### config.mk
export PLATFORM = sky130hd
export DESIGN_NAME = lph_top
export DESIGN_NICKNAME = d
export VERILOG_FILES = /design/src/inc/lph_pkg.sv /design/src/verilog/lph_frm_hold.sv /design/src/verilog/lph_ac_mod.sv /design/src/verilog/lph_top.sv
export VERILOG_INCLUDE_DIRS = /design/src /design/src/inc
export SDC_FILE = /design/constraint.sdc
export NUM_CORES = 1
export LEC_CHECK = 0
export BUFFER_PORTS_ARGS = -buffer_cell sky130_fd_sc_hd__buf_4
export CAP_MARGIN = 25
export CORE_ASPECT_RATIO = 0.5
export CORE_MARGIN = 2
export CORE_UTILIZATION = 40
export CTS_CLUSTER_DIAMETER = 40
export CTS_CLUSTER_SIZE = 24
export DETAILED_ROUTE_END_ITERATION = 7
export GPL_TIMING_DRIVEN = 0
export PLACE_DENSITY = 0.62
export SYNTH_ARGS = -nofsm -noshare
export SYNTH_HDL_FRONTEND = slang
export SYNTH_SLANG_ARGS = --single-unit
### constraint.sdc
create_clock -name i_mclk -period 5.1 [get_ports i_mclk]
set_input_delay 1.53 -clock i_mclk [delete_from_list [all_inputs] [get_ports i_mclk]]
set_output_delay 1.53 -clock i_mclk [all_outputs]
set_load 0.05 [all_outputs]
### src/inc/lph_params.svh
`ifndef LPH_PARAMS_SVH
`define LPH_PARAMS_SVH
`define LPH_IDX_PANEL       6'h30
`define LPH_IDX_MODRATE     6'h31
`define LPH_IDX_HDISP       6'h32
`define LPH_IDX_HBLANK      6'h34
`define LPH_IDX_LPSTART     6'h35
`define LPH_IDX_LPWIDTH     6'h36
`define LPH_IDX_STATUS      6'h3E
`define LPH_IDX_CTRL        6'h3F
`define LPH_PT_EL           7
`define LPH_PT_DW_HI        5
`define LPH_PT_DW_LO        4
`define LPH_PT_FMT          3
`define LPH_PT_COLOR        2
`define LPH_PT_DUAL         1
`define LPH_PT_TFT          0
`define LPH_LW_POL          7
`define LPH_CT_EN           0
`define LPH_CT_BPP16        1
`define LPH_MASK_PANEL      8'hBF
`define LPH_MASK_MODRATE    8'h3F
`define LPH_MASK_HDISP      8'h7F
`define LPH_MASK_HBLANK     8'h1F
`define LPH_MASK_LPSTART    8'h1F
`define LPH_MASK_LPWIDTH    8'h8F
`define LPH_MASK_CTRL       8'h03
`define LPH_REG_RESET       8'h00
`define LPH_LP_OFS_8BPP     11'h004
`define LPH_LP_OFS_16BPP    11'h006
`define LPH_PASSIVE_LP_LEN  11'h008
`define LPH_EL_FRAMES       262143
`define LPH_RESP_OKAY       2'h0
`define LPH_RESP_SLVERR     2'h2
`endif

### src/inc/lph_pkg.sv
`include "lph_params.svh"
package lph_pkg;
    typedef enum logic [1:0] {
        LPH_ACTIVE = 2'b01,
        LPH_BLANK  = 2'b10
    } lph_phase_t;

    typedef logic [5:0] lph_idx_t;

    // Decode shared by the read and the write path
    function automatic logic lph_reg_hit(input lph_idx_t idx);
        logic hit;
        hit = 1'b0;
        case (idx)
            `LPH_IDX_PANEL, `LPH_IDX_MODRATE, `LPH_IDX_HDISP, `LPH_IDX_HBLANK,
            `LPH_IDX_LPSTART, `LPH_IDX_LPWIDTH, `LPH_IDX_STATUS, `LPH_IDX_CTRL:
                hit = 1'b1;
            default:
                hit = 1'b0;
        endcase
        return hit;
    endfunction
endpackage

### src/verilog/lph_frm_hold.sv
`timescale 1ns/10ps
module lph_frm_hold
#(
    parameter int FRAMES = `LPH_EL_FRAMES
)
(
    // Clock and reset
    input  wire logic i_mclk,
    input  wire logic i_rstn,
    input  wire logic i_ce,
    // Control and events
    input  wire logic i_enable,
    input  wire logic i_frame_evt,
    // Hold request
    output logic      o_hold
);
    localparam logic [17:0] LAST = 18'(FRAMES - 1);
    logic [17:0] frames;

    always_ff @(posedge i_mclk or negedge i_rstn)
    begin
        if (!i_rstn)
        begin
            frames <= 18'h0_0000;
            o_hold <= 1'b0;
        end
        else if (i_ce)
        begin
            if (!i_enable)
            begin
                frames <= 18'h0_0000;
                o_hold <= 1'b0;
            end
            else if (i_frame_evt)
            begin
                if (o_hold)
                    o_hold <= 1'b0;
                else if (frames == LAST)
                begin
                    frames <= 18'h0_0000;
                    o_hold <= 1'b1;
                end
                else
                    frames <= frames + 18'h0_0001;
            end
        end
    end
endmodule

### src/verilog/lph_ac_mod.sv
`timescale 1ns/10ps
module lph_ac_mod
(
    // Clock and reset
    input  wire logic       i_mclk,
    input  wire logic       i_rstn,
    input  wire logic       i_ce,
    // Control and events
    input  wire logic       i_passive,
    input  wire logic [5:0] i_rate,
    input  wire logic       i_line_evt,
    input  wire logic       i_frame_evt,
    // Modulation output
    output logic            o_mod
);
    logic [5:0] lines;

    always_ff @(posedge i_mclk or negedge i_rstn)
    begin
        if (!i_rstn)
        begin
            lines <= 6'h00;
            o_mod <= 1'b0;
        end
        else if (i_ce)
        begin
            if (!i_passive)
            begin
                lines <= 6'h00;
                o_mod <= 1'b0;
            end
            else if (i_rate == 6'h00)
            begin
                lines <= 6'h00;
                if (i_frame_evt)
                    o_mod <= ~o_mod;
            end
            else if (i_line_evt)
            begin
                // Rate lowered below count still toggles on the next line event
                if (lines + 6'h01 >= i_rate)
                begin
                    lines <= 6'h00;
                    o_mod <= ~o_mod;
                end
                else
                    lines <= lines + 6'h01;
            end
        end
    end
endmodule

### src/verilog/lph_top.sv
// Implementation choice: the AXI4-Lite slave port.
`timescale 1ns/10ps
module lph_top
    import lph_pkg::*;
#(
    parameter int FRAMES = `LPH_EL_FRAMES
)
(
    // Clock, reset, enable
    input  wire logic        i_mclk,
    input  wire logic        i_rstn,
    input  wire logic        i_ce,
    // Frame event from vertical timing
    input  wire logic        i_frame_start,
    // AXI4-Lite write
    input  wire logic        i_awvalid,
    output logic             o_awready,
    input  wire logic [7:0]  i_awaddr,
    input  wire logic        i_wvalid,
    output logic             o_wready,
    input  wire logic [31:0] i_wdata,
    input  wire logic [3:0]  i_wstrb,
    output logic             o_bvalid,
    input  wire logic        i_bready,
    output logic [1:0]       o_bresp,
    // AXI4-Lite read
    input  wire logic        i_arvalid,
    output logic             o_arready,
    input  wire logic [7:0]  i_araddr,
    output logic             o_rvalid,
    input  wire logic        i_rready,
    output logic [31:0]      o_rdata,
    output logic [1:0]       o_rresp,
    // Panel timing
    output logic             o_line_pulse,
    output logic             o_hblank,
    output logic             o_ac_modulation_output,
    output logic             o_grey_dither_hold,
    // Panel configuration
    output logic [4:0]       o_bus_width,
    output logic             o_color_mode,
    output logic             o_dual_panel,
    output logic             o_active_matrix,
    output logic             o_data_format2
);
    logic        rst_meta;
    logic        rst_n;
    logic [7:0]  panel_type_config;
    logic [7:0]  modulation_rate;
    logic [7:0]  horizontal_display_width;
    logic [7:0]  horizontal_blank_period;
    logic [7:0]  line_pulse_start;
    logic [7:0]  line_pulse_width_polarity;
    logic [7:0]  timing_control;
    lph_idx_t    aw_idx;
    logic        aw_got;
    logic [7:0]  w_byte;
    logic        w_lane0;
    logic        w_got;
    logic        wr_fire;
    logic        wr_hit;
    lph_idx_t    rd_idx;
    logic [7:0]  rd_val;
    lph_phase_t  phase;
    logic [10:0] pix;
    logic [10:0] disp_len;
    logic [10:0] blank_len;
    logic [10:0] lp_start;
    logic [10:0] lp_end;
    logic [10:0] next_pix;
    logic        lp_raw;
    logic        lp_raw_d;
    logic        lp_inv;
    logic        run;
    logic        tft;
    logic        ac_mod;
    logic        dither_hold;

    // Two-flop reset release
    always_ff @(posedge i_mclk or negedge i_rstn)
    begin
        if (!i_rstn)
        begin
            rst_meta <= 1'b0;
            rst_n    <= 1'b0;
        end
        else
        begin
            rst_meta <= 1'b1;
            rst_n    <= rst_meta;
        end
    end

    // Write capture, either order
    assign wr_fire = aw_got && w_got && !o_bvalid;
    assign wr_hit  = lph_reg_hit(aw_idx);

    always_ff @(posedge i_mclk or negedge rst_n)
    begin
        if (!rst_n)
        begin
            aw_idx    <= 6'h00;
            aw_got    <= 1'b0;
            o_awready <= 1'b0;
        end
        else if (i_ce)
        begin
            if (i_awvalid && o_awready)
            begin
                aw_idx    <= i_awaddr[7:2];
                aw_got    <= 1'b1;
                o_awready <= 1'b0;
            end
            else if (wr_fire)
                aw_got <= 1'b0;
            else if (!aw_got && !o_bvalid)
                o_awready <= 1'b1;
        end
    end

    always_ff @(posedge i_mclk or negedge rst_n)
    begin
        if (!rst_n)
        begin
            w_byte   <= 8'h00;
            w_lane0  <= 1'b0;
            w_got    <= 1'b0;
            o_wready <= 1'b0;
        end
        else if (i_ce)
        begin
            if (i_wvalid && o_wready)
            begin
                w_byte   <= i_wdata[7:0];
                w_lane0  <= i_wstrb[0];
                w_got    <= 1'b1;
                o_wready <= 1'b0;
            end
            else if (wr_fire)
                w_got <= 1'b0;
            else if (!w_got && !o_bvalid)
                o_wready <= 1'b1;
        end
    end

    always_ff @(posedge i_mclk or negedge rst_n)
    begin
        if (!rst_n)
        begin
            o_bvalid <= 1'b0;
            o_bresp  <= `LPH_RESP_OKAY;
        end
        else if (i_ce)
        begin
            if (wr_fire)
            begin
                o_bvalid <= 1'b1;
                o_bresp  <= wr_hit ? `LPH_RESP_OKAY : `LPH_RESP_SLVERR;
            end
            else if (o_bvalid && i_bready)
                o_bvalid <= 1'b0;
        end
    end

    // Registers; low byte lane only
    always_ff @(posedge i_mclk or negedge rst_n)
    begin
        if (!rst_n)
        begin
            panel_type_config         <= `LPH_REG_RESET;
            modulation_rate           <= `LPH_REG_RESET;
            horizontal_display_width  <= `LPH_REG_RESET;
            horizontal_blank_period   <= `LPH_REG_RESET;
            line_pulse_start          <= `LPH_REG_RESET;
            line_pulse_width_polarity <= `LPH_REG_RESET;
            timing_control            <= `LPH_REG_RESET;
        end
        else if (i_ce && wr_fire && w_lane0)
        begin
            case (aw_idx)
                `LPH_IDX_PANEL:
                    panel_type_config <= w_byte & `LPH_MASK_PANEL;
                `LPH_IDX_MODRATE:
                    modulation_rate <= w_byte & `LPH_MASK_MODRATE;
                `LPH_IDX_HDISP:
                    horizontal_display_width <= w_byte & `LPH_MASK_HDISP;
                `LPH_IDX_HBLANK:
                    horizontal_blank_period <= w_byte & `LPH_MASK_HBLANK;
                `LPH_IDX_LPSTART:
                    line_pulse_start <= w_byte & `LPH_MASK_LPSTART;
                `LPH_IDX_LPWIDTH:
                    line_pulse_width_polarity <= w_byte & `LPH_MASK_LPWIDTH;
                `LPH_IDX_CTRL:
                    timing_control <= w_byte & `LPH_MASK_CTRL;
                default:
                    timing_control <= timing_control;
            endcase
        end
    end

    // Read path, one word per handshake
    assign rd_idx = i_araddr[7:2];

    always_comb
    begin
        case (rd_idx)
            `LPH_IDX_PANEL:   rd_val = panel_type_config;
            `LPH_IDX_MODRATE: rd_val = modulation_rate;
            `LPH_IDX_HDISP:   rd_val = horizontal_display_width;
            `LPH_IDX_HBLANK:  rd_val = horizontal_blank_period;
            `LPH_IDX_LPSTART: rd_val = line_pulse_start;
            `LPH_IDX_LPWIDTH: rd_val = line_pulse_width_polarity;
            `LPH_IDX_STATUS:  rd_val = {4'h0, lp_raw, dither_hold, ac_mod,
                                        phase == LPH_BLANK};
            `LPH_IDX_CTRL:    rd_val = timing_control;
            default:          rd_val = 8'h00;
        endcase
    end

    always_ff @(posedge i_mclk or negedge rst_n)
    begin
        if (!rst_n)
        begin
            o_arready <= 1'b0;
            o_rvalid  <= 1'b0;
            o_rdata   <= 32'h0000_0000;
            o_rresp   <= `LPH_RESP_OKAY;
        end
        else if (i_ce)
        begin
            if (i_arvalid && o_arready)
            begin
                o_arready <= 1'b0;
                o_rvalid  <= 1'b1;
                o_rdata   <= {24'h00_0000, rd_val};
                o_rresp   <= lph_reg_hit(rd_idx) ? `LPH_RESP_OKAY : `LPH_RESP_SLVERR;
            end
            else if (o_rvalid && i_rready)
                o_rvalid <= 1'b0;
            else if (!o_rvalid)
                o_arready <= 1'b1;
        end
    end

    // Horizontal lengths in pixels
    assign run       = timing_control[`LPH_CT_EN];
    assign tft       = panel_type_config[`LPH_PT_TFT];
    assign disp_len  = {8'(horizontal_display_width + 8'h01), 3'b000};
    assign blank_len = {2'b00, {1'b0, horizontal_blank_period[4:0]} + 6'h01, 3'b000};
    assign lp_start  = {3'b000, line_pulse_start[4:0], 3'b000}
                     + (timing_control[`LPH_CT_BPP16] ? `LPH_LP_OFS_16BPP
                                                      : `LPH_LP_OFS_8BPP);
    assign lp_end    = lp_start
                     + {3'b000, {1'b0, line_pulse_width_polarity[3:0]} + 5'h01, 3'b000};
    assign next_pix  = pix + 11'h001;

    // Line phase machine; pix restarts each phase
    always_ff @(posedge i_mclk or negedge rst_n)
    begin
        if (!rst_n)
        begin
            phase <= LPH_ACTIVE;
            pix   <= 11'h000;
        end
        else if (i_ce)
        begin
            if (!run)
            begin
                phase <= LPH_ACTIVE;
                pix   <= 11'h000;
            end
            else
            begin
                case (phase)
                    LPH_ACTIVE:
                    begin
                        if (next_pix >= disp_len)
                        begin
                            phase <= LPH_BLANK;
                            pix   <= 11'h000;
                        end
                        else
                            pix <= next_pix;
                    end
                    LPH_BLANK:
                    begin
                        if (next_pix >= blank_len)
                        begin
                            phase <= LPH_ACTIVE;
                            pix   <= 11'h000;
                        end
                        else
                            pix <= next_pix;
                    end
                    default:
                    begin
                        phase <= LPH_ACTIVE;
                        pix   <= 11'h000;
                    end
                endcase
            end
        end
    end

    // Overlong active-panel pulse is clipped at blank end
    always_comb
    begin
        if (!run || phase != LPH_BLANK)
            lp_raw = 1'b0;
        else if (tft)
            lp_raw = (pix >= lp_start) && (pix < lp_end);
        else
            lp_raw = pix < `LPH_PASSIVE_LP_LEN;
    end

    assign lp_inv = line_pulse_width_polarity[`LPH_LW_POL] ^ tft;

    always_ff @(posedge i_mclk or negedge rst_n)
    begin
        if (!rst_n)
        begin
            lp_raw_d     <= 1'b0;
            o_line_pulse <= 1'b0;
            o_hblank     <= 1'b0;
        end
        else if (i_ce)
        begin
            lp_raw_d     <= lp_raw;
            o_line_pulse <= lp_raw ^ lp_inv;
            o_hblank     <= run && (phase == LPH_BLANK);
        end
    end

    // Modulation toggle, counted on line pulse leading edges
    lph_ac_mod u_ac_mod
    (
        .i_mclk      (i_mclk),
        .i_rstn      (rst_n),
        .i_ce        (i_ce),
        .i_passive   (!tft),
        .i_rate      (modulation_rate[5:0]),
        .i_line_evt  (lp_raw && !lp_raw_d),
        .i_frame_evt (i_frame_start),
        .o_mod       (ac_mod)
    );

    assign o_ac_modulation_output = ac_mod;

    // Dither hold for electroluminescent panels
    lph_frm_hold
    #(
        .FRAMES (FRAMES)
    )
    u_frm_hold
    (
        .i_mclk      (i_mclk),
        .i_rstn      (rst_n),
        .i_ce        (i_ce),
        .i_enable    (panel_type_config[`LPH_PT_EL]),
        .i_frame_evt (i_frame_start),
        .o_hold      (dither_hold)
    );

    assign o_grey_dither_hold = dither_hold;

    // Config decode; reserved width code gives zero
    always_ff @(posedge i_mclk or negedge rst_n)
    begin
        if (!rst_n)
        begin
            o_bus_width     <= 5'h00;
            o_color_mode    <= 1'b0;
            o_dual_panel    <= 1'b0;
            o_active_matrix <= 1'b0;
            o_data_format2  <= 1'b0;
        end
        else if (i_ce)
        begin
            case (panel_type_config[`LPH_PT_DW_HI:`LPH_PT_DW_LO])
                2'b00:   o_bus_width <= tft ? 5'd9  : 5'd4;
                2'b01:   o_bus_width <= tft ? 5'd12 : 5'd8;
                2'b10:   o_bus_width <= tft ? 5'd18 : 5'd16;
                default: o_bus_width <= 5'h00;
            endcase
            o_color_mode    <= panel_type_config[`LPH_PT_COLOR];
            o_dual_panel    <= panel_type_config[`LPH_PT_DUAL];
            o_active_matrix <= tft;
            o_data_format2  <= panel_type_config[`LPH_PT_FMT];
        end
    end
endmodule

==> results.txt <==
After synthesis the netlist holds a flip-flop and latch count of 122. The endpoint identified for the worst register-to-register timing path is u_ac_mod.lines[3]. The async set-or-reset flop fraction in the synthesized netlist came out at 1.000. After layout, the design draws a total of 3245 µW.

The placement row count came out at 34. The number of global-route vias before repair was 5364. The type of element capturing the critical path is a register.

The later pin in the worst-skew pair is clocked with a latency of 0.42 ns. The worst-case vdd ir drop is 0.0002727 V. In this run the count of I/O pins placed on the die edge is 115. The detail-routed net length per standard cell came out at 16.52 µm. The actual slew at the worst max-slew pin came out at 1.072 ns. The first global-routing pass estimated 28450 µm of wire. The post-route worst hold slack is 0.3588 ns.

The sequential area share after synthesis came out at 0.4282. The most used flip-flop cell after synthesis is sky130_fd_sc_hd__dfrtp_1. The count of maximum capacitance violations is 0. Setup repair after global routing left no endpoint under its margin.

After clock tree synthesis, the repair step resized 0 gates. The Yosys step of the flow raised 0 warnings. In this run the tightest slew margin relative to its limit is 0.2800.

In this run the cell area measured after placement is 7969 µm². The number of antenna violations at the first check in global routing is 0. The critical path start-end classification is register to register. STA classifies the critical path startpoint as a register. The die area came out at 18980 µm². The routability congestion estimate came out at 0.8646. The arrival time reported for the critical path endpoint came out at 4.09 ns.

For the worst flop-to-flop path, the logic depth is 13. After routing the design area is 8561 µm². The total number of vias came out at 5529. Buffers inserted to repair hold after CTS numbered 0. The internal reg-to-reg setup slack is 1.32 ns.

The min-delay analysis places its worst path in the category register to register. The number of I/O port buffers came out at 55. The count of unique library cells instantiated by Yosys came out at 66.

The synthesis-to-layout area growth came out at 20.01%. In this run the most critical hold path is launched from rst_meta. The synthesized netlist occupies a cell area of 7133 µm².

The path with the worst hold slack has its endpoint at rst_n. For the final database, setup skew stands at 0.01349 ns. Dividing the synthesized area by the synthesized cell count gives 10.16 µm². Setup violations remaining at the end of the flow were counted as 0.

The final count of hold timing violations came out at 0. The total CTS buffers is 17. Dividing total power by cell area gives a power density of 379.0 nW/µm².

The TritonCTS clock tree is done. The post-synthesis cell count is 702. The horizontal extent of the die is 192.9 µm. Counting flops with a built-in enable in the synthesized netlist gives 0. The clock-pin slew reported for the worst setup and hold paths after clock tree synthesis is 0.06 ns. The maximum number of pins on one net before global-route repair is 63. For this configuration, the core starts out at a cell density of 0.4100. The leakage power figure came out at 0.004062 µW.

The part of the cycle the worst path needs came out at 0.7421. The maximum clock rate came out at 264.2 MHz. The DRC marker count from the first detailed-route iteration is 389.

The final core area utilization is 0.4920. The worst register-to-register path begins at line_pulse_width_polarity[0]. The share of final-layout standard cells stronger than drive strength 1 came out at 0.2304.

The number of pins exceeding their max-slew limit in the final report is 0. The wire-length estimate of the detail-placed layout is 12920 µm. The required arrival time at the worst endpoint came out at 5.41 ns. The tree is rooted in a sky130_fd_sc_hd__clkbuf_16. The per-cell via count in the routed design is 5.266. The deepest clock path buffer count came out at 2. The run finished with clean final reports. For this run, the detailed router's first-pass iteration total came to 5. The area of the core came out at 17400 µm². The remaining routing DRC violations came out at 0. The number of nets in the layout came out at 912. The number of nets with antenna violations after routing came out at 0. Measured along the y axis, the die boundary spans 98.43 µm. The sink count of the clock tree is 122. The largest fanout of any net on the critical path is 9. The number of antenna diodes in the final layout is 0. The total track usage came out at 0.1930. The maximum level of the CTS H-tree came out at 4. Summed over all layers, the global routing overflow is 0. Counting I/O delays and the setup requirement, the final critical path takes 3.785 ns. Post-CTS timing repair inserted 0 buffers for setup. The number of cells on the worst hold path is 0.

The final wirelength is 17340 µm. The number of filler cells placed in the layout is 1610.
==> routing by layer <==
layer / up-vias / GRT usage / wire length (µm)
li1: 2699 / - / -
met1: 2683 / 0.2718 / 8543
met2: 127 / 0.2972 / 7801
met3: 20 / 0.04380 / 745
met4: 0 / 0.05872 / 251
met5: - / 0 / 0
==> power by group <==
group          internal [µW]  switching [µW]  leakage, µW  total (µW)
Combinational            293             427      0.00216         719
Clock                    730             479     0.000276        1210
Sequential              1120             200      0.00163        1320
Total                   2140            1110      0.00406        3240
==> worst max-delay path by stage <==
stage | from | endpoint | slack, ns | cells after the start
after floorplan | rst_n | aw_got | 1.45 | 0
after global placement | rst_n | u_frm_hold.frames[10] | -0.08 | 0
after detailed placement | line_pulse_width_polarity[0] | u_ac_mod.lines[3] | 1.35 | 13
after CTS | line_pulse_width_polarity[0] | u_ac_mod.lines[1] | 1.33 | 13
after global routing | line_pulse_width_polarity[0] | u_ac_mod.lines[3] | 1.16 | 13
final | line_pulse_width_polarity[0] | u_ac_mod.lines[3] | 1.32 | 13
==> synth_stat cells (3+ instances only) <==
cell type / count / share of area
sky130_fd_sc_hd__dfrtp_1: 121 / 0.42
sky130_fd_sc_hd__nand2_1: 61 / 0.032
sky130_fd_sc_hd__mux2_2: 57 / 0.090
sky130_fd_sc_hd__ha_1: 47 / 0.082
sky130_fd_sc_hd__o21ai_0: 43 / 0.030
sky130_fd_sc_hd__nand3_1: 36 / 0.025
sky130_fd_sc_hd__nor2_1: 34 / 0.018
sky130_fd_sc_hd__inv_1: 33 / 0.017
sky130_fd_sc_hd__buf_4: 26 / 0.027
sky130_fd_sc_hd__a21oi_1: 22 / 0.015
sky130_fd_sc_hd__xnor2_1: 17 / 0.021
sky130_fd_sc_hd__clkbuf_1: 16 / 0.0084
sky130_fd_sc_hd__mux2i_1: 15 / 0.021
sky130_fd_sc_hd__a32o_1: 13 / 0.018
sky130_fd_sc_hd__xor2_1: 12 / 0.015
sky130_fd_sc_hd__and3_1: 11 / 0.0096
sky130_fd_sc_hd__o31ai_1: 11 / 0.012
sky130_fd_sc_hd__nand2b_1: 10 / 0.0088
sky130_fd_sc_hd__a31oi_1: 9 / 0.0079
sky130_fd_sc_hd__nor3_1: 9 / 0.0063
sky130_fd_sc_hd__nand4_1: 8 / 0.0070
sky130_fd_sc_hd__nor2b_1: 7 / 0.0061
sky130_fd_sc_hd__a21o_1: 6 / 0.0063
sky130_fd_sc_hd__a22o_1: 6 / 0.0074
sky130_fd_sc_hd__o211ai_1: 6 / 0.0063
sky130_fd_sc_hd__buf_2: 4 / 0.0028
sky130_fd_sc_hd__o21a_1: 4 / 0.0042
sky130_fd_sc_hd__or3_1: 4 / 0.0035
sky130_fd_sc_hd__and2_1: 3 / 0.0026
sky130_fd_sc_hd__nand4b_1: 3 / 0.0037
sky130_fd_sc_hd__o21bai_1: 3 / 0.0032
==> cells by family after synthesis <==
group,after synthesis,synth area share
multiplexers,72,0.1110
other,2,0.001053
XOR/XNOR,29,0.03561
flip-flops,122,0.4282
buffers and inverters,82,0.05753
AO/OA/AOI/OAI,146,0.1410
AND/OR/NAND/NOR,201,0.1403
adder cells (fa/ha/maj),48,0.08525
==> flip-flops by register name (all words and copies together) (netlist names), 6 cells and up <==
signal / cells
pix: 11
w_byte: 8
o_rdata: 8
u_ac_mod.lines: 6
aw_idx: 6
horizontal_display_width: 7
panel_type_config: 7
u_frm_hold.frames: 18
modulation_rate: 6
==> critical path: stages (launching register included) <==
cell and delay, ns:
sky130_fd_sc_hd__dfrtp_1 0.44, sky130_fd_sc_hd__ha_1 0.36, sky130_fd_sc_hd__fa_1 0.44, sky130_fd_sc_hd__a21o_1 0.18, sky130_fd_sc_hd__a21oi_1 0.16, sky130_fd_sc_hd__xor2_1 0.16
sky130_fd_sc_hd__ha_1 0.26, sky130_fd_sc_hd__a21o_1 0.18, sky130_fd_sc_hd__nand2_1 0.07, sky130_fd_sc_hd__nand4b_1 0.09, sky130_fd_sc_hd__or4_4 0.48, sky130_fd_sc_hd__a21oi_4 0.28
sky130_fd_sc_hd__o21ai_0 0.27, sky130_fd_sc_hd__a32o_1 0.27
==> cell usage in the layout, fill, tap and decap left out, types with 12 or more instances in the layout <==
cell                          n
sky130_fd_sc_hd__mux2i_1     15
sky130_fd_sc_hd__xnor2_1     17
sky130_fd_sc_hd__buf_4       81
sky130_fd_sc_hd__nor2_1      34
sky130_fd_sc_hd__nand3_1     36
sky130_fd_sc_hd__mux2_2      57
sky130_fd_sc_hd__xor2_1      12
sky130_fd_sc_hd__conb_1      27
sky130_fd_sc_hd__clkbuf_16   17
sky130_fd_sc_hd__nand2_1     61
sky130_fd_sc_hd__inv_1       33
sky130_fd_sc_hd__o21ai_0     43
sky130_fd_sc_hd__a21oi_1     22
sky130_fd_sc_hd__ha_1        47
sky130_fd_sc_hd__clkbuf_1    17
sky130_fd_sc_hd__a32o_1      13
sky130_fd_sc_hd__dfrtp_1    120
==> per-stage QoR <==
step | setup TNS, ns | cells | setup slack, ns
2_1_floorplan | 0 | 727 | 1.451
3_3_place_gp | -7.153 | 1016 | -0.07724
3_5_place_dp | 0 | 1018 | 1.347
4_1_cts | 0 | 1050 | 1.329
5_1_grt | 0 | 1050 | 1.161
6_report | 0 | 1050 | 1.315
==> layout make-up <==
class,count,area [µm²],share of cell area
Buffer,48,282.8,0.03303
Timing Repair Buffer,57,445.4,0.05203
Clock inverter,14,162.7,0.01900
Clock buffer,18,429.2,0.05013
Inverter,34,127.6,0.01491
Sequential cell,122,3058,0.3572
Tap cell,234,292.8,0.03420
Multi-Input combinational cell,523,3762,0.4395
(Power assumes the default switching activity.)
